`config.mk`:
```
export PLATFORM = sky130hd
export DESIGN_NAME = adcsq_top
export DESIGN_NICKNAME = d
export VERILOG_FILES = /design/src/core/adcsq_pkg.sv /design/src/core/adcsq_tad_gen.sv /design/src/core/adcsq_port_decode.sv /design/src/core/adcsq_top.sv
export SDC_FILE = /design/constraint.sdc
export NUM_CORES = 1
export LEC_CHECK = 0
export ABC_CLOCK_PERIOD_IN_PS = 6100
export BUFFER_PORTS_ARGS = -buffer_cell sky130_fd_sc_hd__buf_2
export CORE_ASPECT_RATIO = 1.1
export CORE_MARGIN = 3
export CORE_UTILIZATION = 45
export CTS_BUF_LIST = sky130_fd_sc_hd__clkbuf_8
export DETAILED_ROUTE_END_ITERATION = 8
export GPL_ROUTABILITY_DRIVEN = 1
export PLACE_DENSITY_LB_ADDON = 0.05
export SYNTH_ARGS = -nofsm -noshare
export SYNTH_HDL_FRONTEND = slang
export SYNTH_SLANG_ARGS = --single-unit
```
`constraint.sdc`:
```
create_clock -name aclk -period 6.1 [get_ports aclk]
set_input_delay 0 -clock aclk [delete_from_list [all_inputs] [get_ports aclk]]
set_output_delay 0 -clock aclk [all_outputs]
set_load 0.01 [all_outputs]
```
`src/core/adcsq_pkg.sv`:
```
package adcsq_pkg;

  // Bus geometry
  localparam int ADDR_W = 12;
  localparam int DATA_W = 32;

  // Register indices; the byte address is four times the index
  localparam logic [9:0] IDX_RES_HI = 10'h01E;
  localparam logic [9:0] IDX_CTRL0 = 10'h01F;
  localparam logic [9:0] IDX_IRQ = 10'h020;
  localparam logic [9:0] IDX_RES_LO = 10'h09E;
  localparam logic [9:0] IDX_CTRL1 = 10'h09F;

  // Main control fields
  localparam int C0_CLK_LSB = 6;
  localparam int C0_CHAN_LSB = 3;
  localparam int C0_GO_BIT = 2;
  localparam int C0_PWR_BIT = 0;
  localparam logic [7:0] C0_MASK = 8'hFD;

  // Port configuration fields
  localparam int C1_FMT_BIT = 7;
  localparam int C1_HALVE_BIT = 6;
  localparam int C1_PCFG_LSB = 0;
  localparam logic [7:0] C1_MASK = 8'hCF;

  // Interrupt control fields
  localparam int IRQ_FLAG_BIT = 0;
  localparam int IRQ_ENA_BIT = 1;
  localparam int IRQ_GIE_BIT = 2;

  // Reset values
  localparam logic [7:0] CTRL_RST = 8'h00;
  localparam logic [15:0] RES_RST = 16'h0000;

  // Conversion timing in conversion clock periods
  localparam logic [3:0] CONV_TADS = 4'h9;
  localparam logic [3:0] HOLD_TADS = 4'h2;

  // Clock select code that picks the internal RC oscillator
  localparam logic [1:0] CLK_SEL_RC = 2'h3;

  // Bus responses
  localparam logic [1:0] RESP_OKAY = 2'h0;
  localparam logic [1:0] RESP_SLVERR = 2'h2;

  // Register select codes
  typedef enum logic [2:0] {
    SEL_NONE, SEL_CTRL0, SEL_CTRL1, SEL_IRQ, SEL_RES_HI, SEL_RES_LO
  } adcsq_sel_e;

  // Sequencer states
  typedef enum logic [1:0] {ST_IDLE, ST_CONV, ST_HOLD} adcsq_state_e;

  // Pin configuration: analog map an4..an0 and external references
  typedef struct packed {
    logic [4:0] analog;
    logic vref_pos_ext;
    logic vref_neg_ext;
  } adcsq_pins_s;

  localparam adcsq_pins_s PINS_RST = '{analog: 5'h1F, vref_pos_ext: 1'b0, vref_neg_ext: 1'b0};

endpackage : adcsq_pkg

```
`src/core/adcsq_tad_gen.sv`:
```
`timescale 1ns/1ps
`default_nettype none
module adcsq_tad_gen
  import adcsq_pkg::*;
(
  // Clock and reset
  input wire logic aclk,
  input wire logic aresetn,
  // Control
  input wire logic run,
  input wire logic [1:0] clk_sel,
  input wire logic halve,
  // Internal RC oscillator pin
  input wire logic rc_clk,
  // One cycle per conversion clock period
  output logic tick
);

  typedef struct packed {
    logic [5:0] cnt;
    logic rc_s1;
    logic rc_s2;
    logic rc_s3;
    logic tick;
  } adcsq_tad_s;

  adcsq_tad_s tad_reg;
  adcsq_tad_s tad_next;
  logic [5:0] last;

  // Divide by 2 shifted left by two per code step, plus one when halved
  always_comb begin
    last = 6'((7'h02 << {clk_sel, 1'b0} << halve) - 7'h01);
    tad_next = tad_reg;
    tad_next.rc_s1 = rc_clk;
    tad_next.rc_s2 = tad_reg.rc_s1;
    tad_next.rc_s3 = tad_reg.rc_s2;
    tad_next.tick = 1'b0;
    if (!run) begin
      tad_next.cnt = 6'h00;
    end else if (clk_sel == CLK_SEL_RC) begin
      // RC clock source
      tad_next.tick = tad_reg.rc_s2 & ~tad_reg.rc_s3;
    end else if (tad_reg.cnt == last) begin
      // system clock divide
      tad_next.cnt = 6'h00;
      tad_next.tick = 1'b1;
    end else begin
      tad_next.cnt = tad_reg.cnt + 6'h01;
    end
  end

  // Register stage; the RC pin passes two flops before the edge detect
  always_ff @(posedge aclk) begin
    if (!aresetn) begin
      tad_reg <= '0;
    end else begin
      tad_reg <= tad_next;
    end
  end

  assign tick = tad_reg.tick;

endmodule : adcsq_tad_gen
`default_nettype wire

```
`src/core/adcsq_port_decode.sv`:
```
`timescale 1ns/1ps
`default_nettype none
module adcsq_port_decode
  import adcsq_pkg::*;
(
  // Port configuration field
  input wire logic [3:0] pcfg,
  // Decoded pin roles
  output adcsq_pins_s pins
);

  // analog digital map
  always_comb begin
    unique case (pcfg)
      4'h0, 4'h2, 4'h9: pins.analog = 5'h1F;
      4'h1, 4'h3, 4'hA: pins.analog = 5'h17;
      4'h4: pins.analog = 5'h0B;
      4'h5, 4'hD: pins.analog = 5'h03;
      4'h6, 4'h7: pins.analog = 5'h00;
      4'h8, 4'hB, 4'hC: pins.analog = 5'h13;
      4'hE, 4'hF: pins.analog = 5'h01;
    endcase
    // reference selection
    unique case (pcfg)
      4'h1, 4'h3, 4'h5, 4'hA: pins.vref_pos_ext = 1'b1;
      4'h8, 4'hB, 4'hC, 4'hD, 4'hF: pins.vref_pos_ext = 1'b1;
      default: pins.vref_pos_ext = 1'b0;
    endcase
    unique case (pcfg)
      4'h8, 4'hB, 4'hC, 4'hD, 4'hF: pins.vref_neg_ext = 1'b1;
      default: pins.vref_neg_ext = 1'b0;
    endcase
  end

endmodule : adcsq_port_decode
`default_nettype wire

```
`src/core/adcsq_top.sv`:
```
// What this block does
// Halve off: clock codes 00,01,10 give sysclk/2,/8,/32; 11 is RC.
// Halve on: codes 00,01,10 give /4,/16,/64; 11 still RC.
// Channel field 000..100 routes input 0..4 to the converter.
// Writing status bit 1 while powered starts; it reads 1 while busy.
// Completion loads result, clears status bit, sets done flag together.
// Power bit 1 runs converter; 0 shuts it off.
// Both control registers reset to zero; unimplemented bits read zero.
// Format 1 right-justifies; upper six bits of high byte are zero.
// Format 0 left-justifies; lower six bits of low byte are zero.
// Port field decodes each of five pins as analog or digital.
// Port field picks input 3 / input 2 references, else supply rails.
// Each conversion yields a 10-bit unsigned result.
// Hold capacitor stays disconnected two conversion periods after a conversion.
// Software waits two periods plus acquisition before next start.
// Software waits acquisition time after changing channel.
// Software configures pins, channel, clock, power, interrupt, then starts.
// Sleep conversions need RC clock; converter then runs from it.
// A conversion takes nine conversion clock periods.
// Clearing status bit mid-conversion aborts; result keeps old value.
// Reset disables, aborts, and makes all inputs analog.
// Done flag stays until cleared; request needs enable and global enable.
`timescale 1ns/1ps
`default_nettype none
module adcsq_top
  import adcsq_pkg::*;
(
  // Clock and reset
  input wire logic aclk,
  input wire logic aresetn,
  // AXI4-Lite write address
  input wire logic [ADDR_W-1:0] s_axi_awaddr,
  input wire logic [2:0] s_axi_awprot,
  input wire logic s_axi_awvalid,
  output logic s_axi_awready,
  // AXI4-Lite write data
  input wire logic [DATA_W-1:0] s_axi_wdata,
  input wire logic [3:0] s_axi_wstrb,
  input wire logic s_axi_wvalid,
  output logic s_axi_wready,
  // AXI4-Lite write response
  output logic [1:0] s_axi_bresp,
  output logic s_axi_bvalid,
  input wire logic s_axi_bready,
  // AXI4-Lite read address
  input wire logic [ADDR_W-1:0] s_axi_araddr,
  input wire logic [2:0] s_axi_arprot,
  input wire logic s_axi_arvalid,
  output logic s_axi_arready,
  // AXI4-Lite read data
  output logic [DATA_W-1:0] s_axi_rdata,
  output logic [1:0] s_axi_rresp,
  output logic s_axi_rvalid,
  input wire logic s_axi_rready,
  // Analog front end
  input wire logic rc_osc_clk,
  input wire logic [9:0] sample_level,
  output logic [2:0] channel_select,
  output logic hold_connected,
  output logic converter_on,
  // Pin configuration
  output adcsq_pins_s pin_config,
  // Interrupt request
  output logic irq_req
);

  typedef struct packed {
    logic [7:0] c0;
    logic [7:0] c1;
    logic flag;
    logic ena;
    logic global_interrupt_enable;
    logic [15:0] res;
    adcsq_state_e st;
    logic [3:0] tads;
    logic aw_rdy;
    logic aw_ok;
    logic [ADDR_W-1:0] aw_addr;
    logic w_rdy;
    logic w_ok;
    logic [7:0] w_data;
    logic w_lane0;
    logic bvalid;
    logic [1:0] bresp;
    logic ar_rdy;
    logic rvalid;
    logic [DATA_W-1:0] rdata;
    logic [1:0] rresp;
    logic [9:0] samp1;
    logic [9:0] samp2;
    adcsq_pins_s pins;
    logic [2:0] chan;
    logic hold;
    logic irq;
  } adcsq_state_s;

  adcsq_state_s st_reg;
  adcsq_state_s st_next;
  logic tick;
  adcsq_pins_s pins_dec;

  // Address decode shared by the read and write paths
  function automatic adcsq_sel_e reg_sel(input logic [ADDR_W-1:0] a);
    adcsq_sel_e s;
    s = SEL_NONE;
    if (a[1:0] == 2'h0) begin
      unique case (a[ADDR_W-1:2])
        IDX_CTRL0: s = SEL_CTRL0;
        IDX_CTRL1: s = SEL_CTRL1;
        IDX_IRQ: s = SEL_IRQ;
        IDX_RES_HI: s = SEL_RES_HI;
        IDX_RES_LO: s = SEL_RES_LO;
        default: s = SEL_NONE;
      endcase
    end
    return s;
  endfunction : reg_sel

  // Conversion clock; its divider restarts at every start so the first period is whole, except with the RC source
  adcsq_tad_gen adcsq_tad_gen_inst (
    .aclk(aclk),
    .aresetn(aresetn),
    .run(st_reg.st != ST_IDLE),
    .clk_sel(st_reg.c0[C0_CLK_LSB+:2]),
    .halve(st_reg.c1[C1_HALVE_BIT]),
    .rc_clk(rc_osc_clk),
    .tick(tick)
  );

  // Pin role decoder
  adcsq_port_decode adcsq_port_decode_inst (
    .pcfg(st_reg.c1[C1_PCFG_LSB+:4]),
    .pins(pins_dec)
  );

  // Next-state logic for bus, registers and sequencer
  always_comb begin
    logic [7:0] wd;
    logic go_w;
    logic pwr_w;
    wd = st_reg.w_data;
    go_w = wd[C0_GO_BIT];
    pwr_w = wd[C0_PWR_BIT];
    st_next = st_reg;

    // Sample level crosses into this domain through two flops
    st_next.samp1 = sample_level;
    st_next.samp2 = st_reg.samp1;

    // Response handshakes retire first so a slot frees at once
    if (st_reg.bvalid && s_axi_bready) begin
      st_next.bvalid = 1'b0;
    end
    if (st_reg.rvalid && s_axi_rready) begin
      st_next.rvalid = 1'b0;
    end

    // Address and data are taken independently, in either order
    if (s_axi_awvalid && st_reg.aw_rdy) begin
      st_next.aw_ok = 1'b1;
      st_next.aw_addr = s_axi_awaddr;
    end
    if (s_axi_wvalid && st_reg.w_rdy) begin
      st_next.w_ok = 1'b1;
      st_next.w_data = s_axi_wdata[7:0];
      st_next.w_lane0 = s_axi_wstrb[0];
    end

    // Write is performed once both halves are held
    if (st_reg.aw_ok && st_reg.w_ok && !st_reg.bvalid) begin
      st_next.aw_ok = 1'b0;
      st_next.w_ok = 1'b0;
      st_next.bvalid = 1'b1;
      st_next.bresp = RESP_OKAY;
      unique case (reg_sel(st_reg.aw_addr))
        SEL_CTRL0: begin
          if (st_reg.w_lane0) begin
            // unimplemented bit masked
            st_next.c0 = wd & C0_MASK;
            if (st_reg.st == ST_CONV) begin
              // abort on clear
              if (!go_w || !pwr_w) begin
                st_next.st = ST_HOLD;
                st_next.tads = 4'h0;
              end
            end else if (go_w && pwr_w && st_reg.c0[C0_PWR_BIT] &&
                         st_reg.st == ST_IDLE) begin
              // start conversion
              st_next.st = ST_CONV;
              st_next.tads = 4'h0;
            end else begin
              // A start while off, or during the hold gap, is dropped
              st_next.c0[C0_GO_BIT] = 1'b0;
            end
          end
        end
        SEL_CTRL1: begin
          if (st_reg.w_lane0) begin
            st_next.c1 = wd & C1_MASK;
          end
        end
        SEL_IRQ: begin
          if (st_reg.w_lane0) begin
            st_next.flag = wd[IRQ_FLAG_BIT];
            st_next.ena = wd[IRQ_ENA_BIT];
            st_next.global_interrupt_enable = wd[IRQ_GIE_BIT];
          end
        end
        SEL_RES_HI: begin
          if (st_reg.w_lane0) begin
            st_next.res[15:8] = wd;
          end
        end
        SEL_RES_LO: begin
          if (st_reg.w_lane0) begin
            st_next.res[7:0] = wd;
          end
        end
        SEL_NONE: begin
          st_next.bresp = RESP_SLVERR;
        end
      endcase
    end

    // Read returns live register state; reads have no side effects
    if (s_axi_arvalid && st_reg.ar_rdy) begin
      st_next.rvalid = 1'b1;
      st_next.rresp = RESP_OKAY;
      st_next.rdata = '0;
      unique case (reg_sel(s_axi_araddr))
        SEL_CTRL0: st_next.rdata[7:0] = st_reg.c0;
        SEL_CTRL1: st_next.rdata[7:0] = st_reg.c1;
        SEL_IRQ: st_next.rdata[2:0] = {st_reg.global_interrupt_enable, st_reg.ena, st_reg.flag};
        SEL_RES_HI: st_next.rdata[7:0] = st_reg.res[15:8];
        SEL_RES_LO: st_next.rdata[7:0] = st_reg.res[7:0];
        SEL_NONE: st_next.rresp = RESP_SLVERR;
      endcase
    end

    // Sequencer runs on conversion clock ticks
    if (tick) begin
      unique case (st_reg.st)
        ST_CONV: begin
          if (st_reg.tads == CONV_TADS - 4'h1) begin
            // nine periods done
            // completion event
            st_next.st = ST_HOLD;
            st_next.tads = 4'h0;
            st_next.c0[C0_GO_BIT] = 1'b0;
            // flag set wins
            st_next.flag = 1'b1;
            // 10-bit capture
            if (st_reg.c1[C1_FMT_BIT]) begin
              // right justify
              st_next.res = {6'h00, st_reg.samp2};
            end else begin
              // left justify
              st_next.res = {st_reg.samp2, 6'h00};
            end
          end else if (st_next.st == ST_CONV) begin
            // An abort in this cycle keeps its zero count for the hold gap
            st_next.tads = st_reg.tads + 4'h1;
          end
        end
        ST_HOLD: begin
          // hold gap count
          if (st_reg.tads == HOLD_TADS - 4'h1) begin
            st_next.st = ST_IDLE;
          end else begin
            st_next.tads = st_reg.tads + 4'h1;
          end
        end
        ST_IDLE: begin
          st_next.tads = 4'h0;
        end
      endcase
    end

    // power off stops all
    if (!st_next.c0[C0_PWR_BIT]) begin
      st_next.st = ST_IDLE;
      st_next.c0[C0_GO_BIT] = 1'b0;
    end

    // Ready flags are registered so the bus outputs come from flops
    st_next.aw_rdy = !st_next.aw_ok && !st_next.bvalid;
    st_next.w_rdy = !st_next.w_ok && !st_next.bvalid;
    st_next.ar_rdy = !st_next.rvalid;

    // Registered pin side outputs
    // channel routing
    st_next.chan = st_next.c0[C0_CHAN_LSB+:3];
    st_next.pins = pins_dec;
    // hold disconnect
    st_next.hold = st_next.c0[C0_PWR_BIT] && (st_next.st != ST_HOLD);
    // gated request
    st_next.irq = st_next.flag && st_next.ena && st_next.global_interrupt_enable;
  end

  // State register; pin map resets to all analog
  always_ff @(posedge aclk) begin
    if (!aresetn) begin
      // reset abort
      st_reg <= '0;
      st_reg.c0 <= CTRL_RST;
      st_reg.c1 <= CTRL_RST;
      st_reg.res <= RES_RST;
      st_reg.st <= ST_IDLE;
      st_reg.pins <= PINS_RST;
    end else begin
      st_reg <= st_next;
    end
  end

  // Outputs straight from the state register
  assign s_axi_awready = st_reg.aw_rdy;
  assign s_axi_wready = st_reg.w_rdy;
  assign s_axi_bresp = st_reg.bresp;
  assign s_axi_bvalid = st_reg.bvalid;
  assign s_axi_arready = st_reg.ar_rdy;
  assign s_axi_rdata = st_reg.rdata;
  assign s_axi_rresp = st_reg.rresp;
  assign s_axi_rvalid = st_reg.rvalid;
  assign channel_select = st_reg.chan;
  assign hold_connected = st_reg.hold;
  assign converter_on = st_reg.c0[C0_PWR_BIT];
  assign pin_config = st_reg.pins;
  assign irq_req = st_reg.irq;

endmodule : adcsq_top
`default_nettype wire

```
==> impl_metrics.tcl <==
set metrics [dict create \
    ant_nets 0 \
    root_buffer "clkbuf_8" \
    gp_congestion 0.829 \
    synth_top_area_share_pct 42.2 \
    first_iter_violations 249 \
    slowest_stage "a211oi_2" \
    p_leak_nw 2.58 \
    clockBufferDepth 2 \
    period_share_pct 39.6 \
    synth_ff_type "dfxtp_1" \
    insertion_delay_ns 0.43 \
    hp-start "s_axi_araddr[1]" \
    synth_cell_type_count 65 \
    die-area_sq_um 13500 \
    synth-warning-count 0 \
    worst_setup_path_start_kind "flop" \
    report.final.slew_viol_count 0 \
    drc 0 \
    synth.area.top_cells "dfxtp_1, buf_4, nand2_1" \
    tns_ns 0 \
    diodes 0 \
    period_needed_ns 2.41 \
    hold_viol_final 0 \
    worstPathArrival_ns 2.79 \
    grt_usage_pct 19.0 \
    grt_antenna_before_repair 0 \
    setup_viol 0 \
    layout.nets 806 \
    cp.required_ns 6.48 \
    clkSlewWorstSetupHoldPaths_ns 0.07 \
    wl_per_cell_um 14.2 \
    drive_above_1_share_pct 17.3 \
    grt_pass1_vias 4274 \
    synth-seq-area-share_pct 42.2 \
    outcome "finished, final reports clean" \
    regToRegSetupSlack_ns 3.69 \
    post-place-ws_ns 3.71 \
    htreeDepth 4 \
    numCtsBuffers 17 \
    cp_cell_sequence "or3_1 -> ha_1 -> or3b_1 -> a21oi_1 -> o21ai_1 -> a211oi_2 -> o21ba_1" \
    largest_reg_flops 70 \
    whs_ns 0.0350 \
    hp-class "in -> reg" \
    rows 41 \
    grt_max_degree 53 \
    layout_commonest_cell "dfxtp_1" \
    synth_area_per_cell_sq_um 8.75 \
    synth-edff-count 0 \
    reg2reg_depth 7 \
    hold-path-cell-count 5 \
    dr_total_vias 4514 \
    max_freq_ghz 0.414 \
    cts_sinks 115 \
    core-area_sq_um 11600 \
    powerDensity_nw_per_um2 244 \
    maxCapViolCount 0 \
    r2r-end "adcsq_tad_gen_inst.tick$_SDFF_PN0_" \
    gr-total-overflow 0 \
    cts_tree "done" \
    vias_per_cell 5.18 \
    start_util_pct 46.9 \
    clock_skew_ns 0.00855 \
    max_stage_delay_ns 0.43 \
    worst_slack_ns 3.69 \
    synth.largest_area_cell "dfxtp_1" \
    nFillCells 1104 \
    r2r_start "st_reg[136]$_SDFFE_PN0P_" \
    die_h_um 122 \
    ys_seq_elements 115 \
    dr.pass1.iters 5 \
    io_buffers 78 \
    rsz0062_at_grt "false" \
    final_cell_mix "dfxtp_1, nand2_1, buf_2" \
    netlist_area_sq_um 5460 \
    ioPinCount 138 \
    wl_um 12400 \
    min_to "s_axi_rdata[2]$_SDFFE_PN0P_" \
    die_w_um 111 \
    worstMarginPinSlew_ns 0.835 \
    endpoint_kind "flop" \
    syn_inst 624 \
    peakVddDrop_v 0.000168 \
    crit_fanout 12 \
    grt_first_pass_wirelength_um 20500 \
    timing.slew.headroom_pct 44.4 \
    async_flop_share_pct 0 \
    dp_hpwl_um 8550 \
    setup.worst_path.class "reg -> reg" \
    synthToLayoutAreaGrowth_pct 18.1 \
]
-- area by class of cell --
cell class              instances  area, sq um  share of cell area (%)
clock buffers                  20          275                    4.27
clock inverters                10          109                    1.69
flip-flops and latches        115         2300                    35.7
repair buffers                119          796                    12.3
multi-input cells             442         2720                    42.2
well taps                     150          188                    2.91
inverters                      15         56.3                   0.873
-- report_power, final --
| part | total [mW] | switching, mW | internal (mW) |
|---|---|---|---|
| clock network | 0.690 | 0.303 | 0.387 |
| logic | 0.0989 | 0.0518 | 0.0471 |
| registers | 0.784 | 0.0149 | 0.769 |
| total | 1.57 | 0.370 | 1.20 |
-- cell usage after synthesis (all sizes together), types with 3 or more instances --
master and count:
nand3b 6, or4 6, or3 5, nand2 83, o22ai 3, nor2 20
nor4 6, and3 4, dfxtp 115, nor3b 4, a21oi 55, inv 15
a31o 3, buf 50, a222oi 5, clkbuf 27, o32ai 3, o21ai 28
nor2b 9, xor2 6, a211oi 12, a21boi 5, mux2 5, ha 12
mux2i 28, and2 32, a221oi 3, a2111oi 3, nand2b 6, nand4 6
nand3 12, nor3 19, a31oi 3
-- metal layers --
layer,GRT usage [%],wire (um),vias to the layer above
li1,-,-,2298
met1,23.9,5620,2072
met2,31.7,5910,133
met3,4.79,752,11
met4,7.53,137,0
met5,0,0,-
-- through the flow --
stage                     total power, mW  util [%]  instance area (sq um)  instances
final                                1.57      55.4                   6450        871
after floorplan                     0.859         -                   5550        649
after global placement              0.879      48.7                   5670        802
after CTS                            1.59      55.4                   6450        871
after detailed placement            0.881      48.7                   5670        802
after global routing                 1.64      55.4                   6450        871
-- critical path: cells and delay by family (launching register included) --
family                     cells  cell delay (ns)
and+or+nand+nor                2             0.77
DFF                            1             0.41
AOI/OAI and AO/OA              4             0.91
adders and majority gates      1             0.26
-- worst max path at each step --
| stage | from | depth (start not counted) | endpoint |
|---|---|---|---|
| 5_1_grt | st_reg[136]$_SDFFE_PN0P_ | 7 | adcsq_tad_gen_inst.tick$_SDFF_PN0_ |
| 3_5_place_dp | st_reg[136]$_SDFFE_PN0P_ | 7 | adcsq_tad_gen_inst.tick$_SDFF_PN0_ |
| 4_1_cts | st_reg[136]$_SDFFE_PN0P_ | 7 | adcsq_tad_gen_inst.tick$_SDFF_PN0_ |
| 2_1_floorplan | st_reg[136]$_SDFFE_PN0P_ | 8 | adcsq_tad_gen_inst.tick$_SDFF_PN0_ |
| 3_3_place_gp | st_reg[136]$_SDFFE_PN0P_ | 7 | adcsq_tad_gen_inst.tick$_SDFF_PN0_ |
| 6_report | st_reg[136]$_SDFFE_PN0P_ | 7 | adcsq_tad_gen_inst.tick$_SDFF_PN0_ |
-- cells by family after synthesis --
group | Yosys count | share of synthesized area (%)
simple gates | 231 | 22.6
flops | 115 | 42.2
xor+xnor | 8 | 1.28
buf+inv | 92 | 9.70
fa+ha+maj | 12 | 2.75
compound gates | 132 | 15.3
other cells | 1 | 0.0687
mux | 33 | 6.17
-- repair_timing --
action,CTS,global route
hold buffers,39,0
endpoints found under the hold margin,46,0
setup buffers,0,0
gates resized for setup,0,0
(Power assumes the default switching activity.)
